File: config.mk
export PLATFORM = sky130hd
export DESIGN_NAME = gpcd_regs
export DESIGN_NICKNAME = d
export VERILOG_FILES = /design/src/gpcd_regs_placeholder_none.v /design/src/gpcd_regs.v /design/src/gpcd_sync.v /design/src/gpcd_port.v
export VERILOG_INCLUDE_DIRS = /design/src
export SDC_FILE = /design/constraint.sdc
export NUM_CORES = 1
export LEC_CHECK = 0
export BUFFER_PORTS_ARGS = -buffer_cell sky130_fd_sc_hd__clkbuf_2
export CAP_MARGIN = 25
export CORE_AREA = 2 2 116 118
export CTS_BUF_LIST = sky130_fd_sc_hd__clkbuf_4 sky130_fd_sc_hd__clkbuf_8
export DETAILED_ROUTE_END_ITERATION = 8
export DIE_AREA = 0 0 118 120
export PLACE_DENSITY = 0.79
export SLEW_MARGIN = 20
export SYNTH_ARGS = -nofsm -noshare
export SYNTH_HDL_FRONTEND = slang
export SYNTH_SLANG_ARGS = --single-unit
File: constraint.sdc
create_clock -name mclk -period 3.1 [get_ports mclk]
set_input_delay 0.775 -clock mclk [delete_from_list [all_inputs] [get_ports mclk]]
set_output_delay 0.775 -clock mclk [all_outputs]
set_load 0.02 [all_outputs]
File: src/gpcd_consts.vh
// Address map, reset values and bit masks of the port C and D registers
`ifndef GPCD_CONSTS_VH
`define GPCD_CONSTS_VH

`define GPCD_ADDR_C_DIR 16'h02D0
`define GPCD_ADDR_C_PIN 16'h02D2
`define GPCD_ADDR_C_LAT 16'h02D4
`define GPCD_ADDR_C_ODC 16'h02D6
`define GPCD_ADDR_D_DIR 16'h02D8
`define GPCD_ADDR_D_PIN 16'h02DA
`define GPCD_ADDR_D_LAT 16'h02DC
`define GPCD_ADDR_D_ODC 16'h02DE

`define GPCD_RST_C_DIR 16'hF01E
`define GPCD_RST_D_DIR 16'hFFFF
`define GPCD_RST_ODC 16'h0000
`define GPCD_RST_LAT 16'h0000
`define GPCD_ZERO 16'h0000

`define GPCD_IMPL_C 16'hF01E
`define GPCD_IMPL_D 16'hFFFF
`define GPCD_ABSENT64_C 16'h001E
`define GPCD_ABSENT64_D 16'hF000
`define GPCD_OSC_PIN12 16'h1000
`define GPCD_OSC_PIN15 16'h8000

`define GPCD_OSC_DISABLED 2'h3
`define GPCD_OSC_EXT_CLOCK 2'h0

`endif

File: src/gpcd_regs_placeholder_none.v
// Intentionally empty compile unit
`timescale 1ns/1ps
`default_nettype none
`default_nettype wire

File: src/gpcd_regs.v
// Register file and pad control for general-purpose ports C and D
`timescale 1ns/1ps
`default_nettype none
`include "gpcd_consts.vh"

// Summary of operation
// - Unimplemented bit positions read zero; writes to them are ignored.
// - On 64-pin parts, port C bits 1-4 and port D 12-15 read zero.
// - Port C pins 12, 15 work only in oscillator modes 11 or 00.
// - Port C pin 15 also needs the oscillator output function bit set.
// - Port C direction register resets to F01E.
// - Port D direction register resets to FFFF.
// - Both open-drain select registers reset to 0000.
// - Output latch resets to 0000; pin-level contents follow the synchronised pads.
// - Reset values hold for 100-pin; smaller parts read absent bits zero.
module gpcd_regs
#(
    parameter ADDR_WIDTH = 16,
    parameter WIDTH = 16
)
(
    input wire mclk,
    input wire resetn,
    input wire [ADDR_WIDTH-1:0] regAddr,
    input wire [WIDTH-1:0] regWrData,
    input wire regWrEn,
    input wire regRdEn,
    output reg [WIDTH-1:0] regRdData_ff,
    input wire pkgIs64Pin,
    input wire [1:0] primaryOscModeSetting,
    input wire oscOutputFunctionBit,
    input wire [WIDTH-1:0] portCPinIn,
    output wire [WIDTH-1:0] portCPinOut,
    output wire [WIDTH-1:0] portCPinOe,
    input wire [WIDTH-1:0] portDPinIn,
    output wire [WIDTH-1:0] portDPinOut,
    output wire [WIDTH-1:0] portDPinOe
);

    wire [WIDTH-1:0] portCPinLevel;
    wire [WIDTH-1:0] portDPinLevel;
    wire [3:0] cfgSync;
    wire cfgIs64Pin;
    wire [1:0] cfgOscMode;
    wire cfgOscOutFn;

    wire [WIDTH-1:0] cDir;
    wire [WIDTH-1:0] cLat;
    wire [WIDTH-1:0] cOdc;
    wire [WIDTH-1:0] dDir;
    wire [WIDTH-1:0] dLat;
    wire [WIDTH-1:0] dOdc;

    wire [WIDTH-1:0] cStoreMask;
    wire [WIDTH-1:0] dStoreMask;
    wire [WIDTH-1:0] cPinMask;
    wire oscPinsFree;
    wire pin15Free;

    wire selCDir;
    wire selCPin;
    wire selCLat;
    wire selCOdc;
    wire selDDir;
    wire selDPin;
    wire selDLat;
    wire selDOdc;

    reg [WIDTH-1:0] nxt_regRdData;

    // Pads come from outside the clock domain
    gpcd_sync #(.WIDTH(WIDTH)) uSyncC
    (
        .mclk(mclk),
        .resetn(resetn),
        .asyncIn(portCPinIn),
        .syncOut_ff(portCPinLevel)
    );

    gpcd_sync #(.WIDTH(WIDTH)) uSyncD
    (
        .mclk(mclk),
        .resetn(resetn),
        .asyncIn(portDPinIn),
        .syncOut_ff(portDPinLevel)
    );

    // Configuration levels are static but synchronised anyway for safety
    gpcd_sync #(.WIDTH(4)) uSyncCfg
    (
        .mclk(mclk),
        .resetn(resetn),
        .asyncIn({pkgIs64Pin, primaryOscModeSetting, oscOutputFunctionBit}),
        .syncOut_ff(cfgSync)
    );

    assign cfgIs64Pin = cfgSync[3];
    assign cfgOscMode = cfgSync[2:1];
    assign cfgOscOutFn = cfgSync[0];

    // Package decides which positions exist in all four registers
    assign cStoreMask = cfgIs64Pin ? (`GPCD_IMPL_C & ~`GPCD_ABSENT64_C)
        : `GPCD_IMPL_C;
    assign dStoreMask = cfgIs64Pin ? (`GPCD_IMPL_D & ~`GPCD_ABSENT64_D)
        : `GPCD_IMPL_D;

    // Oscillator pins lose their I/O role while the oscillator owns them
    assign oscPinsFree = (cfgOscMode == `GPCD_OSC_DISABLED)
        || (cfgOscMode == `GPCD_OSC_EXT_CLOCK);
    assign pin15Free = oscPinsFree & cfgOscOutFn;
    assign cPinMask = cStoreMask
        & ~(oscPinsFree ? `GPCD_ZERO : `GPCD_OSC_PIN12)
        & ~(pin15Free ? `GPCD_ZERO : `GPCD_OSC_PIN15);

    assign selCDir = (regAddr == `GPCD_ADDR_C_DIR);
    assign selCPin = (regAddr == `GPCD_ADDR_C_PIN);
    assign selCLat = (regAddr == `GPCD_ADDR_C_LAT);
    assign selCOdc = (regAddr == `GPCD_ADDR_C_ODC);
    assign selDDir = (regAddr == `GPCD_ADDR_D_DIR);
    assign selDPin = (regAddr == `GPCD_ADDR_D_PIN);
    assign selDLat = (regAddr == `GPCD_ADDR_D_LAT);
    assign selDOdc = (regAddr == `GPCD_ADDR_D_ODC);

    // A write to the pin-level address lands in the output latch
    gpcd_port #(.WIDTH(WIDTH), .DIR_RESET(`GPCD_RST_C_DIR)) uPortC
    (
        .mclk(mclk),
        .resetn(resetn),
        .wrDir(regWrEn & selCDir),
        .wrLat(regWrEn & (selCLat | selCPin)),
        .wrOdc(regWrEn & selCOdc),
        .wrData(regWrData),
        .storeMask(cStoreMask),
        .driveMask(cPinMask),
        .dir_ff(cDir),
        .lat_ff(cLat),
        .odc_ff(cOdc),
        .pinOut_ff(portCPinOut),
        .pinOe_ff(portCPinOe)
    );

    gpcd_port #(.WIDTH(WIDTH), .DIR_RESET(`GPCD_RST_D_DIR)) uPortD
    (
        .mclk(mclk),
        .resetn(resetn),
        .wrDir(regWrEn & selDDir),
        .wrLat(regWrEn & (selDLat | selDPin)),
        .wrOdc(regWrEn & selDOdc),
        .wrData(regWrData),
        .storeMask(dStoreMask),
        .driveMask(dStoreMask),
        .dir_ff(dDir),
        .lat_ff(dLat),
        .odc_ff(dOdc),
        .pinOut_ff(portDPinOut),
        .pinOe_ff(portDPinOe)
    );

    // Read masks also hide reset values of bits a small package lacks
    always @*
    begin
        nxt_regRdData = `GPCD_ZERO;
        if (regRdEn)
        begin
            if (selCDir)
                nxt_regRdData = cDir & cStoreMask;
            else if (selCPin)
                nxt_regRdData = portCPinLevel & cPinMask;
            else if (selCLat)
                nxt_regRdData = cLat & cStoreMask;
            else if (selCOdc)
                nxt_regRdData = cOdc & cStoreMask;
            else if (selDDir)
                nxt_regRdData = dDir & dStoreMask;
            else if (selDPin)
                nxt_regRdData = portDPinLevel & dStoreMask;
            else if (selDLat)
                nxt_regRdData = dLat & dStoreMask;
            else if (selDOdc)
                nxt_regRdData = dOdc & dStoreMask;
        end
    end

    // Data stand only in the cycle after the read strobe
    always @(posedge mclk)
    begin
        if (!resetn)
            regRdData_ff <= `GPCD_ZERO;
        else
            regRdData_ff <= nxt_regRdData;
    end

endmodule

`default_nettype wire

File: src/gpcd_sync.v
// Two-stage synchroniser for a bus of independent levels
`timescale 1ns/1ps
`default_nettype none

module gpcd_sync
#(
    parameter WIDTH = 16
)
(
    input wire mclk,
    input wire resetn,
    input wire [WIDTH-1:0] asyncIn,
    output reg [WIDTH-1:0] syncOut_ff
);

    reg [WIDTH-1:0] stage1_ff;

    // Stage one is read by stage two only
    always @(posedge mclk)
    begin
        if (!resetn)
        begin
            stage1_ff <= {WIDTH{1'b0}};
            syncOut_ff <= {WIDTH{1'b0}};
        end
        else
        begin
            stage1_ff <= asyncIn;
            syncOut_ff <= stage1_ff;
        end
    end

endmodule

`default_nettype wire

File: src/gpcd_port.v
// One I/O port: direction, latch and open-drain storage plus pad drive
`timescale 1ns/1ps
`default_nettype none
`include "gpcd_consts.vh"

module gpcd_port
#(
    parameter WIDTH = 16,
    parameter [WIDTH-1:0] DIR_RESET = `GPCD_RST_D_DIR
)
(
    input wire mclk,
    input wire resetn,
    input wire wrDir,
    input wire wrLat,
    input wire wrOdc,
    input wire [WIDTH-1:0] wrData,
    input wire [WIDTH-1:0] storeMask,
    input wire [WIDTH-1:0] driveMask,
    output reg [WIDTH-1:0] dir_ff,
    output reg [WIDTH-1:0] lat_ff,
    output reg [WIDTH-1:0] odc_ff,
    output reg [WIDTH-1:0] pinOut_ff,
    output reg [WIDTH-1:0] pinOe_ff
);

    wire [WIDTH-1:0] nxt_pinOut;
    wire [WIDTH-1:0] nxt_pinOe;

    // Absent positions keep their old value, so writes there do nothing
    always @(posedge mclk)
    begin
        if (!resetn)
        begin
            dir_ff <= DIR_RESET;
            lat_ff <= `GPCD_RST_LAT;
            odc_ff <= `GPCD_RST_ODC;
        end
        else
        begin
            if (wrDir)
                dir_ff <= (wrData & storeMask) | (dir_ff & ~storeMask);
            if (wrLat)
                lat_ff <= (wrData & storeMask) | (lat_ff & ~storeMask);
            if (wrOdc)
                odc_ff <= (wrData & storeMask) | (odc_ff & ~storeMask);
        end
    end

    genvar i;
    generate
        for (i = 0; i < WIDTH; i = i + 1)
        begin : gBit
            // Open drain only ever pulls low; a one floats the pad
            assign nxt_pinOut[i] = odc_ff[i] ? 1'b0 : lat_ff[i];
            assign nxt_pinOe[i] = driveMask[i] & ~dir_ff[i]
                & (~odc_ff[i] | ~lat_ff[i]);
        end
    endgenerate

    // Pads stay undriven during reset so every pin starts as input
    always @(posedge mclk)
    begin
        if (!resetn)
        begin
            pinOut_ff <= {WIDTH{1'b0}};
            pinOe_ff <= {WIDTH{1'b0}};
        end
        else
        begin
            pinOut_ff <= nxt_pinOut;
            pinOe_ff <= nxt_pinOe;
        end
    end

endmodule

`default_nettype wire

After elaboration in Yosys (flattened, before gate mapping)
Index checks and enable logic that the tools add are counted.
{"block": "word_totals", "inputBits": 72, "register_bits": 248, "out_inout_bits": 80}
{"block": "classes", "bitwise": 230, "eq_ne": 9, "muxes": 12, "reduce_logical": 35}
{"op": "16-bit AND", "n": 18}
{"op": "16-bit two-way mux", "n": 10}
{"op": "16-bit by 10-bit == test with 1-bit output, second input constant", "n": 8}
{"op": "1-bit inverter", "n": 97}
{"op": "16-bit bitwise OR", "n": 6}
{"op": "1-bit AND", "n": 71}
{"op": "2-bit OR reduction", "n": 32}
{"op": "16-bit inverter", "n": 3}
{"op": "1-bit bitwise OR", "n": 34}
{"op": "13-bit inverter with 16-bit output", "n": 1}
{"op": "13-bit two-way mux", "n": 1}
{"op": "5-bit two-way mux", "n": 1}
{"op": "2-bit == test, second input constant", "n": 1}
{"op": "2-bit zero test", "n": 1}
{"op": "2-bit AND reduction", "n": 1}
{"op": "1-bit logical OR", "n": 1}

Depth between registers and ports, before layout
Gate-level depths: netlist of the first run.
{"block": "depth", "ltp_word": 10, "ltp_mapped": 8, "depth_no_buf": 5}

Modules after synthesis
From an unflattened synthesis of the first run, not the netlist that was laid out.
{"block": "unflattened", "hier_cells": 923, "area_unflattened_um2": 9278.9}
{"mod": "gpcd_port (uPortD)", "cells_each": 304, "area_each_um2": 2992.9, "n_inst": 1}
{"mod": "gpcd_port (uPortC)", "cells_each": 303, "area_each_um2": 2989.1, "n_inst": 1}
{"mod": "gpcd_sync (uSyncC ...)", "cells_each": 67, "area_each_um2": 895.9, "n_inst": 2}
{"mod": "gpcd_regs", "cells_each": 166, "area_each_um2": 1295.0, "n_inst": 1}
{"mod": "gpcd_sync (uSyncCfg)", "cells_each": 16, "area_each_um2": 210.2, "n_inst": 1}

Worst setup path before layout of the first run
No wires, ideal clock.
{"block": "synth_path", "path_kind": "input-to-reg", "startpoint": "in regAddr[8]", "endpoint": "reg with a tool-made name", "path_buffers": 1, "t_required_ns": 2.972, "setup_ns": 0.128, "path_stages": 6, "arrival_time_ns": 2.459, "path_slack_ns": 0.513, "path_cell_list": "or4b_1 > nor3_1 > and4_2 > clkbuf_2 > mux2i_1 > nor2_1"}
{"item": "start: declaration", "line": "gpcd_regs.v:24", "rtl": "input wire [ADDR_WIDTH-1:0] regAddr,"}

==> impl_metrics.prom, run 1 <==
# TYPE chip_impl_metric gauge
chip_impl_metric{name="antennaDiodeCount",unit=""} 0
chip_impl_metric{name="drt.antenna.violating_nets",unit=""} 0
chip_impl_info{name="critical_path.reg2reg.endpoint",value="uPortC.pinOe_ff[15]"} 1
chip_impl_metric{name="port-buffer-count",unit=""} 127
chip_impl_metric{name="timing.final.crit_share",unit="%"} 82.3
chip_impl_metric{name="dpl.hpwl",unit="µm"} 12600
chip_impl_metric{name="critPathMaxFanout",unit=""} 12
chip_impl_metric{name="routed_wl",unit="µm"} 17500
chip_impl_metric{name="setup_viol_count_final",unit=""} 0
chip_impl_metric{name="cts-hold-fix-buffers",unit=""} 0
chip_impl_info{name="tritoncts",value="done"} 1
chip_impl_info{name="hold_path.class",value="reg -> reg"} 1
chip_impl_metric{name="setup_tns",unit="ns"} 0
chip_impl_info{name="synthFlopType",value="sky130_fd_sc_hd__dfxtp_1"} 1
chip_impl_metric{name="numClockSinks",unit=""} 192
chip_impl_metric{name="post_synth_fa_ha_maj_area_fraction",unit="%"} 0
chip_impl_info{name="timing.critical_path.from_type",value="input pin"} 1
chip_impl_metric{name="core.rowCount",unit=""} 42
chip_impl_info{name="synth_top_cell_by_area",value="sky130_fd_sc_hd__dfxtp_1"} 1
chip_impl_metric{name="mappedNetlistArea",unit="µm²"} 6930
chip_impl_metric{name="remaining_drc_errors",unit=""} 0
chip_impl_metric{name="required",unit="ns"} 3.45
chip_impl_info{name="rsz0062_at_grt",value="no"} 1
chip_impl_metric{name="clkLatencyLatePin",unit="ns"} 0.47
chip_impl_metric{name="first_pass_grt_wire_length",unit="µm"} 27400
chip_impl_metric{name="die-width",unit="µm"} 118
chip_impl_metric{name="post_syn_instances",unit=""} 705
chip_impl_metric{name="area_delta_synth_final",unit="%"} 18.0
chip_impl_metric{name="drv_slew",unit=""} 0
chip_impl_metric{name="grt_overflow_total",unit=""} 0
chip_impl_info{name="run_status",value="finished clean"} 1
chip_impl_metric{name="maxCapViolations",unit=""} 0
chip_impl_metric{name="synth_mux_area_share",unit="%"} 5.83
chip_impl_metric{name="worst_pin_slew",unit="ns"} 0.731
chip_impl_metric{name="timing.slew.headroom",unit="%"} 50.9
chip_impl_metric{name="start_util",unit="%"} 53.4
chip_impl_metric{name="yosys.area_share.simple",unit="%"} 22.7
chip_impl_metric{name="vdd_drop_max",unit="mV"} 0.389
chip_impl_metric{name="areal_power_density_over_the_cells",unit="nW/µm²"} 533
chip_impl_metric{name="grt_start_max_net_pins",unit=""} 53
chip_impl_metric{name="setup.reg_to_reg.worst_slack",unit="ns"} 1.57
chip_impl_metric{name="mean_number_of_vias_per_cell",unit=""} 5.54
chip_impl_metric{name="cts_max_level",unit=""} 4
chip_impl_metric{name="finClkSkew",unit="ns"} 0.0117
chip_impl_metric{name="cts_buffer_depth",unit=""} 2
chip_impl_metric{name="synth_compound_gate_area_share",unit="%"} 11.1
chip_impl_info{name="worst_hold_end",value="uSyncC.syncOut_ff[13]"} 1
chip_impl_metric{name="synthesis.yosys.warnings",unit=""} 0
chip_impl_info{name="synth_top_family_by_area",value="simple AND/OR/NAND/NOR gates"} 1
chip_impl_metric{name="timing.final.crit_period",unit="ns"} 2.55
chip_impl_metric{name="hold-path-cell-count",unit=""} 1
chip_impl_metric{name="r2r_cells",unit=""} 3
chip_impl_info{name="synth.top_cells.by_count",value="sky130_fd_sc_hd__dfxtp_1, sky130_fd_sc_hd__nand2_1, sky130_fd_sc_hd__and2_1"} 1
chip_impl_info{name="criticalPathCategory",value="in -> reg"} 1
chip_impl_metric{name="globalRouteTotalUtil",unit="%"} 25.0
chip_impl_metric{name="post_route_cells_drive_above_1_share",unit="%"} 23.7
chip_impl_metric{name="max_clock_freq",unit="MHz"} 392
chip_impl_info{name="hold_start",value="uSyncC.stage1_ff[13]"} 1
chip_impl_info{name="crit_path_end_kind",value="flop"} 1
chip_impl_metric{name="synth_async_sr_flop_share",unit="%"} 0
chip_impl_metric{name="synth-xor-area-share",unit="%"} 0.126
chip_impl_metric{name="die_y",unit="µm"} 120
chip_impl_metric{name="yosysSeqAreaShare",unit="%"} 55.5
chip_impl_metric{name="cp.arrival",unit="ns"} 2.90
chip_impl_metric{name="antenna_found_initial",unit=""} 0
chip_impl_metric{name="num-fill-cells",unit=""} 1087
chip_impl_metric{name="cts.reportedPaths.clkPinSlew",unit="ns"} 0.10
chip_impl_metric{name="leakagePower",unit="nW"} 3.49
chip_impl_metric{name="syn_area_per_cell",unit="µm²"} 9.83
chip_impl_metric{name="regArea",unit="µm²"} 3840
chip_impl_metric{name="initialDrtViolationCount",unit=""} 679
chip_impl_metric{name="gp_congestion",unit=""} 0.965
chip_impl_metric{name="yosysUniqueCellTypes",unit=""} 54
chip_impl_metric{name="pin_count",unit=""} 152
chip_impl_metric{name="synth-edff-count",unit=""} 0
chip_impl_metric{name="finalHoldViolCount",unit=""} 0
chip_impl_info{name="clock-root-buffer",value="sky130_fd_sc_hd__clkbuf_8"} 1
chip_impl_metric{name="numCtsBuffers",unit=""} 17
chip_impl_metric{name="worst_hold_slack",unit="ns"} 0.429
chip_impl_metric{name="first_global_vias",unit=""} 5343
chip_impl_metric{name="synth_largest_type_area_fraction",unit="%"} 55.5
chip_impl_info{name="post_synth_main_area_contributors",value="sky130_fd_sc_hd__dfxtp_1, sky130_fd_sc_hd__nand2_1, sky130_fd_sc_hd__and2_1, sky130_fd_sc_hd__mux2i_1, sky130_fd_sc_hd__a21oi_1"} 1
chip_impl_info{name="yosys.cell_count.top_type",value="sky130_fd_sc_hd__dfxtp_1"} 1
chip_impl_metric{name="drt-wirelength-per-cell",unit="µm"} 17.1
chip_impl_metric{name="placeableCoreArea",unit="µm²"} 13000
chip_impl_metric{name="multi_input_area",unit="µm²"} 2820
chip_impl_metric{name="detail_route.first_pass.iterations",unit=""} 8
chip_impl_metric{name="nets",unit=""} 912
chip_impl_metric{name="cts.repair_timing.setup_buffer_count",unit=""} 0
chip_impl_info{name="timing.rr.start",value="uSyncCfg.syncOut_ff[2]"} 1
chip_impl_metric{name="fp.dieArea",unit="µm²"} 14200
chip_impl_metric{name="dr_total_vias",unit=""} 5703
chip_impl_metric{name="synth_seq_cells",unit=""} 192
chip_impl_metric{name="ctsResizeCount",unit=""} 0
[routing by layer]
layer | part of all wire (%) | track usage [%]
met2 | 46 | 38.2
met5 | 0 | 0
met4 | 2.9 | 12.1
met1 | 44 | 34.2
met3 | 7.7 | 4.71
[per-stage QoR]
stage	util (%)	power [mW]	cell area (µm²)	setup WS, ns	std cells
after detailed placement	59.9	2.77	7770	0.146	997
after floorplan	-	2.69	6990	0.513	720
final	63.0	4.36	8180	0.550	1029
after CTS	63.0	4.39	8180	0.609	1029
after global placement	59.9	2.76	7770	0.110	997
after global routing	63.0	4.51	8180	0.482	1029
[layout by cell type (no fill, tap or decap), types with 3 or more instances in the layout]
cell type	netlist	layout
sky130_fd_sc_hd__nor2_1	36	36
sky130_fd_sc_hd__nor3b_1	14	14
sky130_fd_sc_hd__dfxtp_1	192	192
sky130_fd_sc_hd__nor3_1	7	7
sky130_fd_sc_hd__inv_1	6	6
sky130_fd_sc_hd__and2_1	60	60
sky130_fd_sc_hd__buf_4	19	31
sky130_fd_sc_hd__nand2b_1	3	3
sky130_fd_sc_hd__nand3_1	21	21
sky130_fd_sc_hd__nand4b_1	3	3
sky130_fd_sc_hd__inv_6	0	5
sky130_fd_sc_hd__or3_1	3	3
sky130_fd_sc_hd__a22oi_1	3	3
sky130_fd_sc_hd__clkinv_4	0	3
sky130_fd_sc_hd__a222oi_1	13	13
sky130_fd_sc_hd__mux2i_1	37	37
sky130_fd_sc_hd__clkbuf_8	0	17
sky130_fd_sc_hd__nand2_1	111	111
sky130_fd_sc_hd__nor2b_1	6	6
sky130_fd_sc_hd__a221oi_1	3	3
sky130_fd_sc_hd__a22o_1	6	6
sky130_fd_sc_hd__nor4_4	4	4
sky130_fd_sc_hd__nand4_1	5	5
sky130_fd_sc_hd__o22ai_1	6	6
sky130_fd_sc_hd__clkbuf_2	1	127
sky130_fd_sc_hd__nor4_1	4	4
sky130_fd_sc_hd__conb_1	1	16
sky130_fd_sc_hd__o21ai_0	8	8
sky130_fd_sc_hd__a211oi_1	25	25
sky130_fd_sc_hd__a21oi_1	40	40
[cell type report]
cell class	count	share of cell area, %
clock buffer	17	2.86
inverter	7	0.321
sequential	192	47.0
tap	176	2.69
multi-input combinational	464	34.4
timing repair buffer	158	10.6
clock inverter	15	2.11
[worst max-delay path, cell delays in order]
cell and delay, ns:
sky130_fd_sc_hd__clkbuf_2 0.09, sky130_fd_sc_hd__or4b_1 0.53, sky130_fd_sc_hd__buf_4 0.22, sky130_fd_sc_hd__nor4_1 0.44
sky130_fd_sc_hd__buf_4 0.23, sky130_fd_sc_hd__and2_1 0.31, sky130_fd_sc_hd__mux2i_1 0.23, sky130_fd_sc_hd__nor2_1 0.06
[report_power, final]
group	total [mW]	switching (mW)	internal, mW
clock	1.65	0.909	0.741
combinational	0.202	0.131	0.0710
sequential	2.51	0.0123	2.50
total	4.36	1.05	3.31
[how the worst max path moves through the flow]
stage	depth (start not counted)	slack (ns)	start	end
after global routing	8	0.48	regAddr[8]	flop
after detailed placement	8	0.15	regAddr[8]	flop
after global placement	8	0.11	regAddr[8]	flop
final	8	0.55	regAddr[8]	flop
after floorplan	6	0.51	regAddr[8]	flop
after CTS	8	0.61	regAddr[8]	flop
[cell families after synthesis]
family          Yosys count
compound gates          113
xor+xnor                  1
buf+inv                  64
flops                   192
mux                      39
other cells               1
simple gates            295
Power figures use the tool's default switching activity.
==> run 2: changes to the inputs <==
Clock period 3.1 ns to 2.6 ns, I/O delays scaled along.
==> impl_metrics.prom, run 2 (synthesis results as in run 1) <==
# TYPE chip_impl_metric gauge
chip_impl_metric{name="final_cells",unit=""} 1058
chip_impl_metric{name="detail_route.first_pass.iterations",unit=""} 9
chip_impl_metric{name="mean_number_of_vias_per_cell",unit=""} 5.49
chip_impl_metric{name="cp.depth",unit=""} 7
chip_impl_metric{name="fp.dieArea",unit="µm²"} 14200
chip_impl_metric{name="start_util",unit="%"} 53.4
chip_impl_info{name="mostFrequentLayoutCells",value="sky130_fd_sc_hd__dfxtp_1, sky130_fd_sc_hd__clkbuf_2, sky130_fd_sc_hd__nand2_1"} 1
chip_impl_info{name="clock-root-buffer",value="sky130_fd_sc_hd__clkbuf_8"} 1
chip_impl_metric{name="area_delta_synth_final",unit="%"} 21.8
chip_impl_metric{name="placeableCoreArea",unit="µm²"} 13000
chip_impl_metric{name="pin_count",unit=""} 152
chip_impl_info{name="tritoncts",value="done"} 1
chip_impl_metric{name="multi_input_area",unit="µm²"} 2820
chip_impl_metric{name="globalRouteTotalUtil",unit="%"} 25.1
chip_impl_info{name="worst_path_max_delay_cell",value="sky130_fd_sc_hd__or4b_1"} 1
chip_impl_info{name="run_status",value="finished clean"} 1
chip_impl_metric{name="setup.reg_to_reg.worst_slack",unit="ns"} 1.14
chip_impl_metric{name="dpl.hpwl",unit="µm"} 12900
chip_impl_metric{name="regArea",unit="µm²"} 3840
chip_impl_metric{name="worst_pin_slew",unit="ns"} 0.740
chip_impl_metric{name="drt.antenna.violating_nets",unit=""} 0
chip_impl_info{name="criticalPathCategory",value="in -> reg"} 1
chip_impl_metric{name="placedInstanceArea",unit="µm²"} 8020
chip_impl_metric{name="hold-path-cell-count",unit=""} 2
chip_impl_info{name="rsz0062_at_grt",value="no"} 1
chip_impl_metric{name="cp.arrival",unit="ns"} 2.58
chip_impl_metric{name="grt_start_max_net_pins",unit=""} 58
chip_impl_metric{name="dr_total_vias",unit=""} 5809
chip_impl_info{name="layout_commonest_cell",value="sky130_fd_sc_hd__dfxtp_1"} 1
chip_impl_metric{name="post_route_cells_drive_above_1_share",unit="%"} 26.2
chip_impl_metric{name="max_clock_freq",unit="MHz"} 451
chip_impl_metric{name="timing.final.crit_period",unit="ns"} 2.22
chip_impl_info{name="hold_path.class",value="in -> reg"} 1
chip_impl_metric{name="finalHoldViolCount",unit=""} 0
chip_impl_metric{name="vdd_drop_max",unit="mV"} 0.521
chip_impl_metric{name="finClkSkew",unit="ns"} 0.00645
chip_impl_metric{name="drt-wirelength-per-cell",unit="µm"} 16.7
chip_impl_metric{name="areal_power_density_over_the_cells",unit="nW/µm²"} 622
chip_impl_metric{name="pre_cts_setup_slack",unit="ns"} -0.0638
chip_impl_info{name="cp_cell_sequence",value="clkbuf_2 > or4b_1 > buf_4 > nor3_1 > nand3_1 > mux2i_1 > nand2_1"} 1
chip_impl_metric{name="initialDrtViolationCount",unit=""} 663
chip_impl_metric{name="finalCoreUtilization",unit="%"} 65.0
chip_impl_metric{name="cts_buffer_depth",unit=""} 2
chip_impl_metric{name="routed_wl",unit="µm"} 17700
chip_impl_metric{name="required",unit="ns"} 2.96
chip_impl_metric{name="core.rowCount",unit=""} 42
chip_impl_metric{name="clkLatencyLatePin",unit="ns"} 0.47
chip_impl_metric{name="cts_max_level",unit=""} 4
chip_impl_metric{name="numCtsBuffers",unit=""} 17
chip_impl_metric{name="crit_path_max_incr_delay",unit="ns"} 0.70
chip_impl_metric{name="final_critical_path_setup_slack",unit="ns"} 0.381
chip_impl_metric{name="port-buffer-count",unit=""} 127
chip_impl_metric{name="r2r_cells",unit=""} 4
chip_impl_metric{name="nets",unit=""} 941
chip_impl_metric{name="dp_cells",unit=""} 1026
chip_impl_metric{name="cts.reportedPaths.clkPinSlew",unit="ns"} 0.09
chip_impl_metric{name="post_layout_instance_area",unit="µm²"} 8440
chip_impl_metric{name="grt_overflow_total",unit=""} 0
chip_impl_metric{name="numClockSinks",unit=""} 192
chip_impl_metric{name="cp_num_buf_inv",unit=""} 2
chip_impl_metric{name="cts.repair_timing.setup_buffer_count",unit=""} 0
chip_impl_metric{name="die-width",unit="µm"} 118
chip_impl_metric{name="setup_viol_count_final",unit=""} 0
chip_impl_metric{name="ctsResizeCount",unit=""} 0
chip_impl_metric{name="cts-hold-fix-buffers",unit=""} 0
chip_impl_metric{name="timing.final.crit_share",unit="%"} 85.3
chip_impl_metric{name="antennaDiodeCount",unit=""} 0
chip_impl_metric{name="remaining_drc_errors",unit=""} 0
chip_impl_info{name="critical-path-top-delay-family",value="simple AND/OR/NAND/NOR gates"} 1
chip_impl_metric{name="maxCapViolations",unit=""} 0
chip_impl_metric{name="leakagePower",unit="nW"} 3.66
chip_impl_metric{name="first_pass_grt_wire_length",unit="µm"} 27700
chip_impl_metric{name="timing.slew.headroom",unit="%"} 50.3
chip_impl_info{name="crit_path_end_kind",value="flop"} 1
chip_impl_metric{name="first_global_vias",unit=""} 5419
chip_impl_info{name="timing.critical_path.from_type",value="input pin"} 1
chip_impl_metric{name="drv_slew",unit=""} 0
chip_impl_metric{name="antenna_found_initial",unit=""} 0
chip_impl_metric{name="critPathMaxFanout",unit=""} 5
chip_impl_metric{name="num-fill-cells",unit=""} 1102
chip_impl_metric{name="die_y",unit="µm"} 120
chip_impl_metric{name="gp_congestion",unit=""} 0.964
[run 2: area by class of cell]
cell class	count	area share (%)
inverter	7	0.311
tap	176	2.61
sequential	192	45.5
multi-input combinational	464	33.4
clock buffer	22	3.51
timing repair buffer	187	13.2
clock inverter	10	1.50
[run 2: per-layer routing]
metal | part of all wire (%) | GRT usage [%]
met5 | 0 | 0
met4 | 2.7 | 12.4
met3 | 7.5 | 5.99
met2 | 46 | 39.3
met1 | 44 | 32.7
[run 2: where the power goes]
part	switching (mW)	total, mW	internal, mW
Clock	1.02	2.00	0.979
Sequential	0.0153	2.99	2.98
Combinational	0.159	0.256	0.0974
Total	1.20	5.25	4.05
[run 2: worst paths after layout]
path,start,end
setup / recovery,regAddr[5],flop
hold / removal,portDPinIn[4],uSyncD.stage1_ff[4]
hold reg to reg,uSyncD.stage1_ff[11],uSyncD.syncOut_ff[11]
setup reg to reg,uSyncCfg.syncOut_ff[3],flop
[run 2: metrics by stage]
stage / hold slack [ns] / TNS [ns] / total power, mW
after floorplan: 0.410 / 0 / 3.20
after detailed placement: 0.418 / -0.462 / 3.31
after global routing: 0.358 / 0 / 5.43
final: 0.376 / 0 / 5.25
after CTS: 0.354 / 0 / 5.27
after global placement: 0.414 / -0.0364 / 3.31
